===== config.mk =====
export PLATFORM = sky130hd
export DESIGN_NAME = low_voltage_detect_control
export DESIGN_NICKNAME = d
export VERILOG_FILES = /design/src/lvd_pkg.sv /design/src/lvd_if.sv /design/src/lvd_filter.sv /design/src/low_voltage_detect_control.sv
export VERILOG_INCLUDE_DIRS = /design/src /design/src/src
export SDC_FILE = /design/constraint.sdc
export NUM_CORES = 1
export LEC_CHECK = 0
export ABC_AREA = 1
export BUFFER_PORTS_ARGS = -buffer_cell sky130_fd_sc_hd__buf_2
export CAP_MARGIN = 40
export CORE_MARGIN = 5
export CORE_UTILIZATION = 59
export DETAILED_ROUTE_END_ITERATION = 8
export HOLD_SLACK_MARGIN = 0.08
export PLACE_DENSITY_LB_ADDON = 0.25
export SLEW_MARGIN = 20
export SYNTH_ARGS = -nofsm -noshare
export SYNTH_HDL_FRONTEND = slang
export SYNTH_SLANG_ARGS = --single-unit

===== constraint.sdc =====
create_clock -name clock -period 2.4 [get_ports clock]
set_input_delay 0.24 -clock clock [delete_from_list [all_inputs] [get_ports clock]]
set_output_delay 0.24 -clock clock [all_outputs]
set_load 0.01 [all_outputs]

===== src/lvd_cfg.svh =====
// Offsets, bit positions, reset values and timing constants of the low-voltage detector
`ifndef LVD_CFG_SVH
`define LVD_CFG_SVH

// ----------------------------------------
// Register addresses
// ----------------------------------------
`define LVD_ADDR_CTRL 16'hFFBE
`define LVD_ADDR_LEVEL 16'hFFBF
`define LVD_ADDR_RSRC 16'hFFA8

// ----------------------------------------
// Field positions
// ----------------------------------------
`define LVD_BIT_ENABLE 7
`define LVD_BIT_SOURCE 2
`define LVD_BIT_ACTION 1
`define LVD_BIT_FLAG 0
`define LVD_BIT_RSRC_FLAG 0

// ----------------------------------------
// Reset values
// ----------------------------------------
`define LVD_CTRL_RESET 3'h0
`define LVD_LEVEL_RESET 4'h0

// ----------------------------------------
// Timing
// ----------------------------------------
`define LVD_CLK_MHZ 40
`define LVD_SETTLE_US 10
`define LVD_FILTER_US 200
// Whole MHz clock, so the product is exact and needs no rounding
`define LVD_US_TO_CYCLES(us) ((us) * `LVD_CLK_MHZ)

`endif


===== src/lvd_pkg.sv =====
// Types and shared bit-merge function of the low-voltage detector
package lvd_pkg;

    typedef logic [7:0] byte_t;
    typedef logic [3:0] level_t;

    typedef struct packed {
        logic enable;
        logic source;
        logic action;
    } ctrl_s;

    typedef enum logic [1:0] {
        ACC_NONE = 2'b00,
        ACC_BYTE = 2'b01,
        ACC_BIT = 2'b11
    } acc_e;

    // Replace one bit of a byte, the others untouched
    function automatic byte_t bit_merge(byte_t old, logic [2:0] sel, logic val);
        byte_t res;
        res = old;
        res[sel] = val;
        return res;
    endfunction

endpackage


===== src/lvd_if.sv =====
// Carrier between the control logic and the below-level filter
`timescale 1ns/1ps
interface lvd_if;
    logic enable;
    logic below;
    logic filtered;

    modport ctrl (output enable, output below, input filtered);
    modport filter (input enable, input below, output filtered);
endinterface


===== src/lvd_filter.sv =====
// Settling mask and minimum below-level width filter
`timescale 1ns/1ps
`include "lvd_cfg.svh"
module lvd_filter
    import lvd_pkg::*;
#(
    parameter int FILTER_CYCLES = `LVD_US_TO_CYCLES(`LVD_FILTER_US),
    parameter int SETTLE_CYCLES = `LVD_US_TO_CYCLES(`LVD_SETTLE_US)
)
(
    input wire logic clock,
    input wire logic rst_b,
    lvd_if.filter port
);

    localparam int MAXC = (FILTER_CYCLES > SETTLE_CYCLES) ? FILTER_CYCLES : SETTLE_CYCLES;
    localparam int W = $clog2(MAXC + 1);
    localparam logic [W-1:0] SETTLE_LAST = W'(SETTLE_CYCLES);
    localparam logic [W-1:0] FILTER_LAST = W'(FILTER_CYCLES - 1);

    logic [W-1:0] settle_q;
    logic [W-1:0] run_q;
    logic out_q;

    // ----------------------------------------
    // Decode
    // ----------------------------------------
    wire settle_done = (settle_q == SETTLE_LAST);
    wire run_hit = (run_q == FILTER_LAST);

    // Comparator output is ignored while it settles after enable
    always_ff @(posedge clock or negedge rst_b)
    begin
        if (!rst_b)
        begin
            settle_q <= '0;
            run_q <= '0;
            out_q <= 1'b0;
        end
        else if (!port.enable)
        begin
            settle_q <= '0;
            run_q <= '0;
            out_q <= 1'b0;
        end
        else if (!settle_done)
        begin
            settle_q <= settle_q + 1'b1;
        end
        else if (port.below)
        begin
            if (run_hit)
                out_q <= 1'b1;
            else
                run_q <= run_q + 1'b1;
        end
        else
        begin
            // Recovery is reported at once; only drops are filtered
            run_q <= '0;
            out_q <= 1'b0;
        end
    end

    assign port.filtered = out_q;
endmodule // lvd_filter


===== src/low_voltage_detect_control.sv =====
// Control and status logic of the low-voltage detector
//
// Overview of operation
// - Control bit 2 selects supply against threshold, or monitor pin against reference.
// - Reset mode holds reset request while voltage below threshold, releases at or above.
// - Interrupt mode pulses detector interrupt on both falling below and recovering.
// - While enabled, control bit 0 reads 1 below threshold, else 0.
// - Flag reads 0 whenever detection is disabled.
// - Reset caused by this detector sets reset-source flag bit 0.
// - Any other reset clears the whole control register.
// - Own reset keeps enable, source and action bits unchanged.
// - Control bit 0 is read-only; writes never alter it.
// - Enable bit 7 starts comparator; output untrusted for 10 us afterwards.
// - Flag sets only after voltage stays below threshold for 200 us.
// - Interrupt mode: disabling while below raises interrupt and its request flag.
// - Control register accepts single-bit and whole-byte writes.
// - Supply threshold selectable among 16 levels and passed to comparator.
// - Threshold register holds 4-bit code in bits 3..0; bits 7..4 zero.
// - Threshold register survives own reset, cleared by every other reset.
// - Setting reset mode while voltage is fine gives no reset request.
`timescale 1ns/1ps
`include "lvd_cfg.svh"
module low_voltage_detect_control
    import lvd_pkg::*;
#(
    parameter int FILTER_CYCLES = `LVD_US_TO_CYCLES(`LVD_FILTER_US),
    parameter int SETTLE_CYCLES = `LVD_US_TO_CYCLES(`LVD_SETTLE_US)
)
(
    input wire logic clock,
    input wire logic rst_b,
    input wire logic other_reset,
    input wire logic cmp_below,
    input wire logic [15:0] bus_addr,
    input wire logic bus_wr_byte,
    input wire logic bus_wr_bit,
    input wire logic [2:0] bus_bit_sel,
    input wire logic bus_bit_val,
    input wire logic [7:0] bus_wdata,
    input wire logic bus_rd,
    input wire logic irq_flag_clear,
    output logic [7:0] bus_rdata,
    output logic comparator_enable,
    output logic source_select,
    output logic [3:0] supply_threshold,
    output logic detector_reset_request,
    output logic detector_interrupt,
    output logic detector_interrupt_request_flag,
    output logic detector_reset_source_flag
);

    logic rst_meta_q;
    logic rst_sync_q;
    logic cmp_meta_q;
    logic cmp_sync_q;
    ctrl_s ctrl_q;
    level_t level_q;
    logic below_flag_q;
    logic reset_req_q;
    logic irq_q;
    logic irq_flag_q;
    logic rsrc_flag_q;
    byte_t rdata_q;
    lvd_if det_if();

    // ----------------------------------------
    // Reset release and comparator synchroniser
    // ----------------------------------------
    wire rst_sync_b = rst_sync_q;

    always_ff @(posedge clock or negedge rst_b)
    begin
        if (!rst_b)
        begin
            rst_meta_q <= 1'b0;
            rst_sync_q <= 1'b0;
        end
        else
        begin
            rst_meta_q <= 1'b1;
            rst_sync_q <= rst_meta_q;
        end
    end

    // Clock is never gated here, so detection carries on in stop mode
    always_ff @(posedge clock or negedge rst_sync_b)
    begin
        if (!rst_sync_b)
        begin
            cmp_meta_q <= 1'b0;
            cmp_sync_q <= 1'b0;
        end
        else
        begin
            cmp_meta_q <= cmp_below;
            cmp_sync_q <= cmp_meta_q;
        end
    end

    // ----------------------------------------
    // Bus decode
    // ----------------------------------------
    wire hit_ctrl = (bus_addr == `LVD_ADDR_CTRL);
    wire hit_level = (bus_addr == `LVD_ADDR_LEVEL);
    wire hit_rsrc = (bus_addr == `LVD_ADDR_RSRC);
    wire acc_e acc = acc_e'(bus_wr_bit ? ACC_BIT : (bus_wr_byte ? ACC_BYTE : ACC_NONE));
    wire byte_t ctrl_view = {ctrl_q.enable, 4'h0, ctrl_q.source, ctrl_q.action, below_flag_q};
    wire byte_t level_view = {4'h0, level_q};
    // Bit writes merge into the current view, so other bits stay put
    wire byte_t ctrl_new = (acc == ACC_BIT) ? bit_merge(ctrl_view, bus_bit_sel, bus_bit_val)
                                            : bus_wdata;
    wire byte_t level_new = (acc == ACC_BIT) ? bit_merge(level_view, bus_bit_sel, bus_bit_val)
                                             : bus_wdata;
    wire ctrl_wr = hit_ctrl && (acc != ACC_NONE);
    wire level_wr = hit_level && (acc != ACC_NONE);
    wire rsrc_read = hit_rsrc && bus_rd;
    // Bit 0 of the written byte is dropped: the flag is comparison-driven only
    wire ctrl_s ctrl_d = '{enable: ctrl_new[`LVD_BIT_ENABLE], source: ctrl_new[`LVD_BIT_SOURCE],
                           action: ctrl_new[`LVD_BIT_ACTION]};
    wire byte_t rdata_d = !bus_rd ? 8'h00 :
                          hit_ctrl ? ctrl_view :
                          hit_level ? level_view :
                          hit_rsrc ? {7'h00, rsrc_flag_q} : 8'h00;

    // ----------------------------------------
    // Configuration registers
    // ----------------------------------------
    // Own reset request never reaches here, so configuration survives it
    always_ff @(posedge clock or negedge rst_sync_b)
    begin
        if (!rst_sync_b)
        begin
            ctrl_q <= `LVD_CTRL_RESET;
            level_q <= `LVD_LEVEL_RESET;
        end
        else if (other_reset)
        begin
            ctrl_q <= `LVD_CTRL_RESET;
            level_q <= `LVD_LEVEL_RESET;
        end
        else
        begin
            if (ctrl_wr)
                ctrl_q <= ctrl_d;
            if (level_wr)
                level_q <= level_new[3:0];
        end
    end

    // ----------------------------------------
    // Filter and detection flag
    // ----------------------------------------
    assign det_if.enable = ctrl_q.enable;
    assign det_if.below = cmp_sync_q;

    lvd_filter #(
        .FILTER_CYCLES(FILTER_CYCLES),
        .SETTLE_CYCLES(SETTLE_CYCLES)
    ) u_filter (
        .clock(clock),
        .rst_b(rst_sync_b),
        .port(det_if.filter)
    );

    wire flag_d = ctrl_q.enable && det_if.filtered;
    // A fall of the flag on disable counts as an edge too
    wire irq_d = (flag_d != below_flag_q) && !ctrl_q.action;

    always_ff @(posedge clock or negedge rst_sync_b)
    begin
        if (!rst_sync_b)
        begin
            below_flag_q <= 1'b0;
            reset_req_q <= 1'b0;
            irq_q <= 1'b0;
        end
        else
        begin
            below_flag_q <= flag_d;
            reset_req_q <= ctrl_q.action && below_flag_q;
            irq_q <= irq_d;
        end
    end

    // ----------------------------------------
    // Sticky flags, set wins over clear
    // ----------------------------------------
    always_ff @(posedge clock or negedge rst_sync_b)
    begin
        if (!rst_sync_b)
        begin
            irq_flag_q <= 1'b0;
            rsrc_flag_q <= 1'b0;
            rdata_q <= 8'h00;
        end
        else
        begin
            if (irq_d)
                irq_flag_q <= 1'b1;
            else if (irq_flag_clear || other_reset)
                irq_flag_q <= 1'b0;
            // Other internal resets leave the source flag held
            if (reset_req_q)
                rsrc_flag_q <= 1'b1;
            else if (rsrc_read)
                rsrc_flag_q <= 1'b0;
            rdata_q <= rdata_d;
        end
    end

    // ----------------------------------------
    // Outputs
    // ----------------------------------------
    assign bus_rdata = rdata_q;
    assign comparator_enable = ctrl_q.enable;
    assign source_select = ctrl_q.source;
    assign supply_threshold = level_q;
    assign detector_reset_request = reset_req_q;
    assign detector_interrupt = irq_q;
    assign detector_interrupt_request_flag = irq_flag_q;
    assign detector_reset_source_flag = rsrc_flag_q;
endmodule // low_voltage_detect_control


### Yosys cells after proc, flatten, opt, wreduce, memory -nomap -nowiden

Index checks and enable logic that the tools add are counted.

* register bits: 51
* input port bits: 36
* output and inout port bits: 18
* word-level logic and storage cells: 78

* order comparisons: 2
* muxes and demuxes: 30
* reduce and logical (&&, ||, !) cells: 16
* eq/ne operators: 11
* $add $sub $neg: 2

Operators by type and width (count)
* 2-to-1 mux 13 bit: 6
* == test 16 bit (second input constant): 3
* adder 13 x 1 -> 13 bit (second input constant): 2
* 2-to-1 mux 8 bit: 3
* bitwise mux 8 bit: 2
* 2-to-1 mux 4 bit: 4
* == test 13 bit (second input constant): 1
* == test 13 x 9 -> 1 bit (second input constant): 1
* 2-to-1 mux 1 bit: 11
* nonzero test 2 bit: 5
* logical AND 1 bit: 7
* 2-to-1 mux 3 bit: 2
* less-than comparator 3 x 4 -> 1 bit (second input constant): 1
* AND reduction 2 bit: 2
* demux 1 bit (select 3 bit): 1
* greater-or-equal comparator 3 x 1 -> 1 bit (second input constant): 1
* != test 3 x 2 -> 1 bit (second input constant): 1
* != test 3 bit (second input constant): 1
* == test 2 bit (second input constant): 1
* 2-to-1 mux 2 bit: 1
* != test 2 x 1 -> 1 bit (second input constant): 1
* != test 2 bit (second input constant): 1
* logical NOT 1 bit: 1
* logical OR 1 bit: 1
* != test 1 bit: 1

### Longest topological paths before layout

* depth after elaboration: 8
* depth in mapped cells: 10
* depth with buffers taken out: 10

### Modules after synthesis

A second synthesis with hierarchy kept.

* cells, all modules: 372
* area, all modules: 2736.4 sq um

By module, submodules not included
* lvd_filter: cells an instance 206, times used 1, area an instance 1544.0 sq um, seq. area each 675.6 sq um
* low_voltage_detect_control: cells an instance 166, times used 1, area an instance 1192.4 sq um, seq. area each 525.5 sq um

### Worst setup path before layout

OpenSTA, ideal clock, no wires.

* path kind: register to register
* start point: reg u_filter.settle_q[0]
* end point: reg u_filter.run_q[6]
* arrival: 1295 ps
* stages on the path, launching flop included: 11
* required time: 2282 ps
* setup slack: 986 ps
* clock period less this slack: 1414 ps
* library setup time: 118 ps
* buffers on the path: 1
* cells stage by stage: dfrtp_1 > inv_1 > ha_1 > nand2_1 > nor2_1 > nand3_2 > nand2_4 > nand2_2 > buf_6 > nand2_1 > o21ai_2

* word-level cells in the longest chain between the ends: 3

RTL lines
* from (decl): line lvd_filter.sv:21 `logic [W-1:0] settle_q;`
* from (signal assigned): line lvd_filter.sv:48 `settle_q <= settle_q + 1'b1;`
* == test 13 x 9 -> 1 bit: line lvd_filter.sv:28 `wire settle_done = (settle_q == SETTLE_LAST);`
* != test 2 x 1 -> 1 bit (no line)
* AND reduction 2 bit (no line)
* to (signal assigned): line lvd_filter.sv:55 `run_q <= run_q + 1'b1;`
* to (decl): line lvd_filter.sv:22 `logic [W-1:0] run_q;`

No other way between the ends.
A chain may end at the register's enable or synchronous reset.

### Worst setup path after layout

* start point: reg u_filter.settle_q[0]
* end point: reg u_filter.run_q[3]

The elaborated chain is that of the path after synthesis.

==> out/results.ini <==
[hold_path]
hold_path_class = input port to flip-flop
whs_path_depth = 2

[floorplan]
core_area_um2 = 4440
die-area_um2 = 6150
initial_core_util_pct = 62.1
die_w_um = 78.4
num_rows = 24
ios = 54
die_h_um = 78.4

[logic_synthesis]
syn_inst = 373
synth_top_area_cell = dfrtp_1
synthFlopType = dfrtp_1
synth_edf_count = 0
synth_top_area_share_pct = 43.5
yosysMostFrequentCell = nand2_1
yosysWarnings = 0
syn_area_per_cell_um2 = 7.40
syn-cell-area_um2 = 2760
ys_seq_area_share_pct = 43.5
synth.distinct_cells = 35
synth_seq_cells = 48
synthTopCellsByArea = dfrtp_1 44%, nand2_1 16%, inv_1 5.8%
synthTopCellsByCount = 114 x nand2_1, 48 x dfrtp_1, 43 x inv_1
async_flop_share_pct = 100

[setup_path]
crit_fanout = 20
r2r-start = u_filter.settle_q[0]
reg2reg_setup_slack_ps = 630
end_kind = flip-flop
r2r_cells = 9
cp-start-kind = flip-flop
crit_required_ps = 2580
crit_type = flip-flop to flip-flop
worstSetupStartpoint = u_filter.settle_q[0]
timing.rr.end = u_filter.run_q[3]
crit_path_end = u_filter.run_q[3]
critPathArrivalTime_ps = 1950

[sta]
post-route-min-period_ps = 1770
relSlewSlack_pct = 65.8
final-max-slew-violation-count = 0
rsz0062_at_grt = no
fin_setup_tns_ps = 0
min_period_over_period_pct = 73.8
finalSetupViolations = 0
fmax_ghz = 0.565
tightest_slew_ps = 513
timing.hold.ws_ps = 134
hold_viol = 0
fin_worst_skew_ps = 8.55

[cts]
clkSinkCount = 48
cts_buffers = 5
clkLatencyLatePin_ps = 290
cts_buffer_depth = 2
post_cts_buffers = 0
clk_pin_slew_ps = 90
root_buffer = clkbuf_8
tritoncts = done
htree_levels = 2

[drt]
wirelength_um = 5790
drc = 0
drt_first_pass_iters = 4
drtIter0Drc = 175
postRouteAntennaNets = 0
vias_per_cell = 5.24
wl_per_cell_um = 12.1
num_vias = 2504

[finish]
n_antenna_cell = 0
drive_gt1_share_pct = 21.1
fin_area_um2 = 3140
synthToLayoutAreaGrowth_pct = 13.9
post-route-util_pct = 70.7
nNetsFinal = 464

[global_route]
grt_first_pass_wirelength_um = 10400
antenna_found_initial = 0
track_usage_pct = 20.8
gr-total-overflow = 0
grt_start_max_net_pins = 25
grt_pass1_vias = 2452

[status]
run_status = finished clean

[power]
power_density_nw_per_um2 = 475
total_power_mw = 1.49
leakagePower_nw = 1.63
ir_drop_v = 0.000356

[placement]
routabilityCongestion = 0.895
placed_area_um2 = 3030
io_buffers = 47
dp_hpwl_um = 4480

[job]
drv_cap = 0

## cell families after synthesis
group,after synthesis,share of synthesized area [%]
and+or+nand+nor,224,36.5
other,2,0.272
AOI/OAI and AO/OA,33,7.34
adders and majority gates,3,1.36
xor gates and xnor gates,7,2.22
DFF,48,43.5
buffers and inverters,56,8.79
## per-layer routing
layer  wire length (um)  global-route usage (%)  part of all wire [%]
met5                  0                       0                     0
met4                 52                    4.20                  0.90
met3                248                    4.81                   4.3
met2               2960                    37.6                    51
met1               2520                    25.5                    44
## final cells by class
cell class,instances,area (um2)
multi-input combinational,271,1320
fill,382,1300
sequential,48,1200
timing repair buffer,52,278
inverter,47,176
clock buffer,6,82.6
tap,52,65.1
clock inverter,2,15.0
## power breakdown
part	total [mW]	internal, mW	switching [mW]	leakage, nW
clock network	0.500	0.233	0.266	0.0434
logic	0.146	0.0545	0.0918	0.926
registers	0.847	0.823	0.0243	0.656
total	1.49	1.11	0.382	1.63
## repair_timing
| item | CTS | global route |
|---|---|---|
| hold buffers | 2 | 0 |
| endpoints found under the setup margin | 0 | 0 |
| endpoints found under the hold margin | 3 | 0 |
| resized for setup | 0 | 0 |
## layout by cell type (no fill, tap or decap), types with 6 or more instances in the layout
| cell type | instances |
|---|---|
| nand2_2 | 6 |
| xor2_1 | 6 |
| nand3_1 | 29 |
| inv_1 | 43 |
| o21ai_0 | 6 |
| buf_2 | 47 |
| o21ai_2 | 7 |
| nor2_1 | 33 |
| a21oi_1 | 11 |
| nand4_1 | 12 |
| nand2_1 | 114 |
| dfrtp_1 | 47 |
| clkbuf_8 | 6 |
| nor2_2 | 6 |
| nor3_1 | 12 |
## registers in the layout, indices dropped and copies added (netlist names)
signal,cells
cmp_sync_q,1
comparator_enable,1
below_flag_q,1
rst_sync_b,1
ctrl_q,1
detector_reset_request,1
rst_meta_q,1
source_select,1
detector_interrupt_request_flag,1
u_filter.run_q,13
detector_interrupt,1
detector_reset_source_flag,1
supply_threshold,4
u_filter.settle_q,13
bus_rdata,5
u_filter.port.filtered,1
cmp_meta_q,1
## worst min-delay path by stage
stage                   start                               to  slack, ps
3_3_place_gp            rst_b                       rst_meta_q         30
3_5_place_dp            rst_b                       rst_meta_q         30
2_1_floorplan           rst_b                       rst_meta_q        -60
5_1_grt        irq_flag_clear  detector_interrupt_request_flag        110
6_report       irq_flag_clear  detector_interrupt_request_flag        130
4_1_cts        irq_flag_clear  detector_interrupt_request_flag        110
## per-stage QoR
stage,worst slack (ps),cells
final,630,478
after CTS,625,478
after floorplan,965,375
after global placement,701,468
after global routing,445,478
after detailed placement,634,468
## worst max-delay path: stages, from the launching register on
cell and delay, ps:
dfrtp_1 390, inv_1 120, ha_1 160, nand2_1 60, nor2_1 160, nand3_2 130, nand2_4 100, nand2_2 280
nand2_1 190, o21ai_2 70
Power figures use the tool's default switching activity.
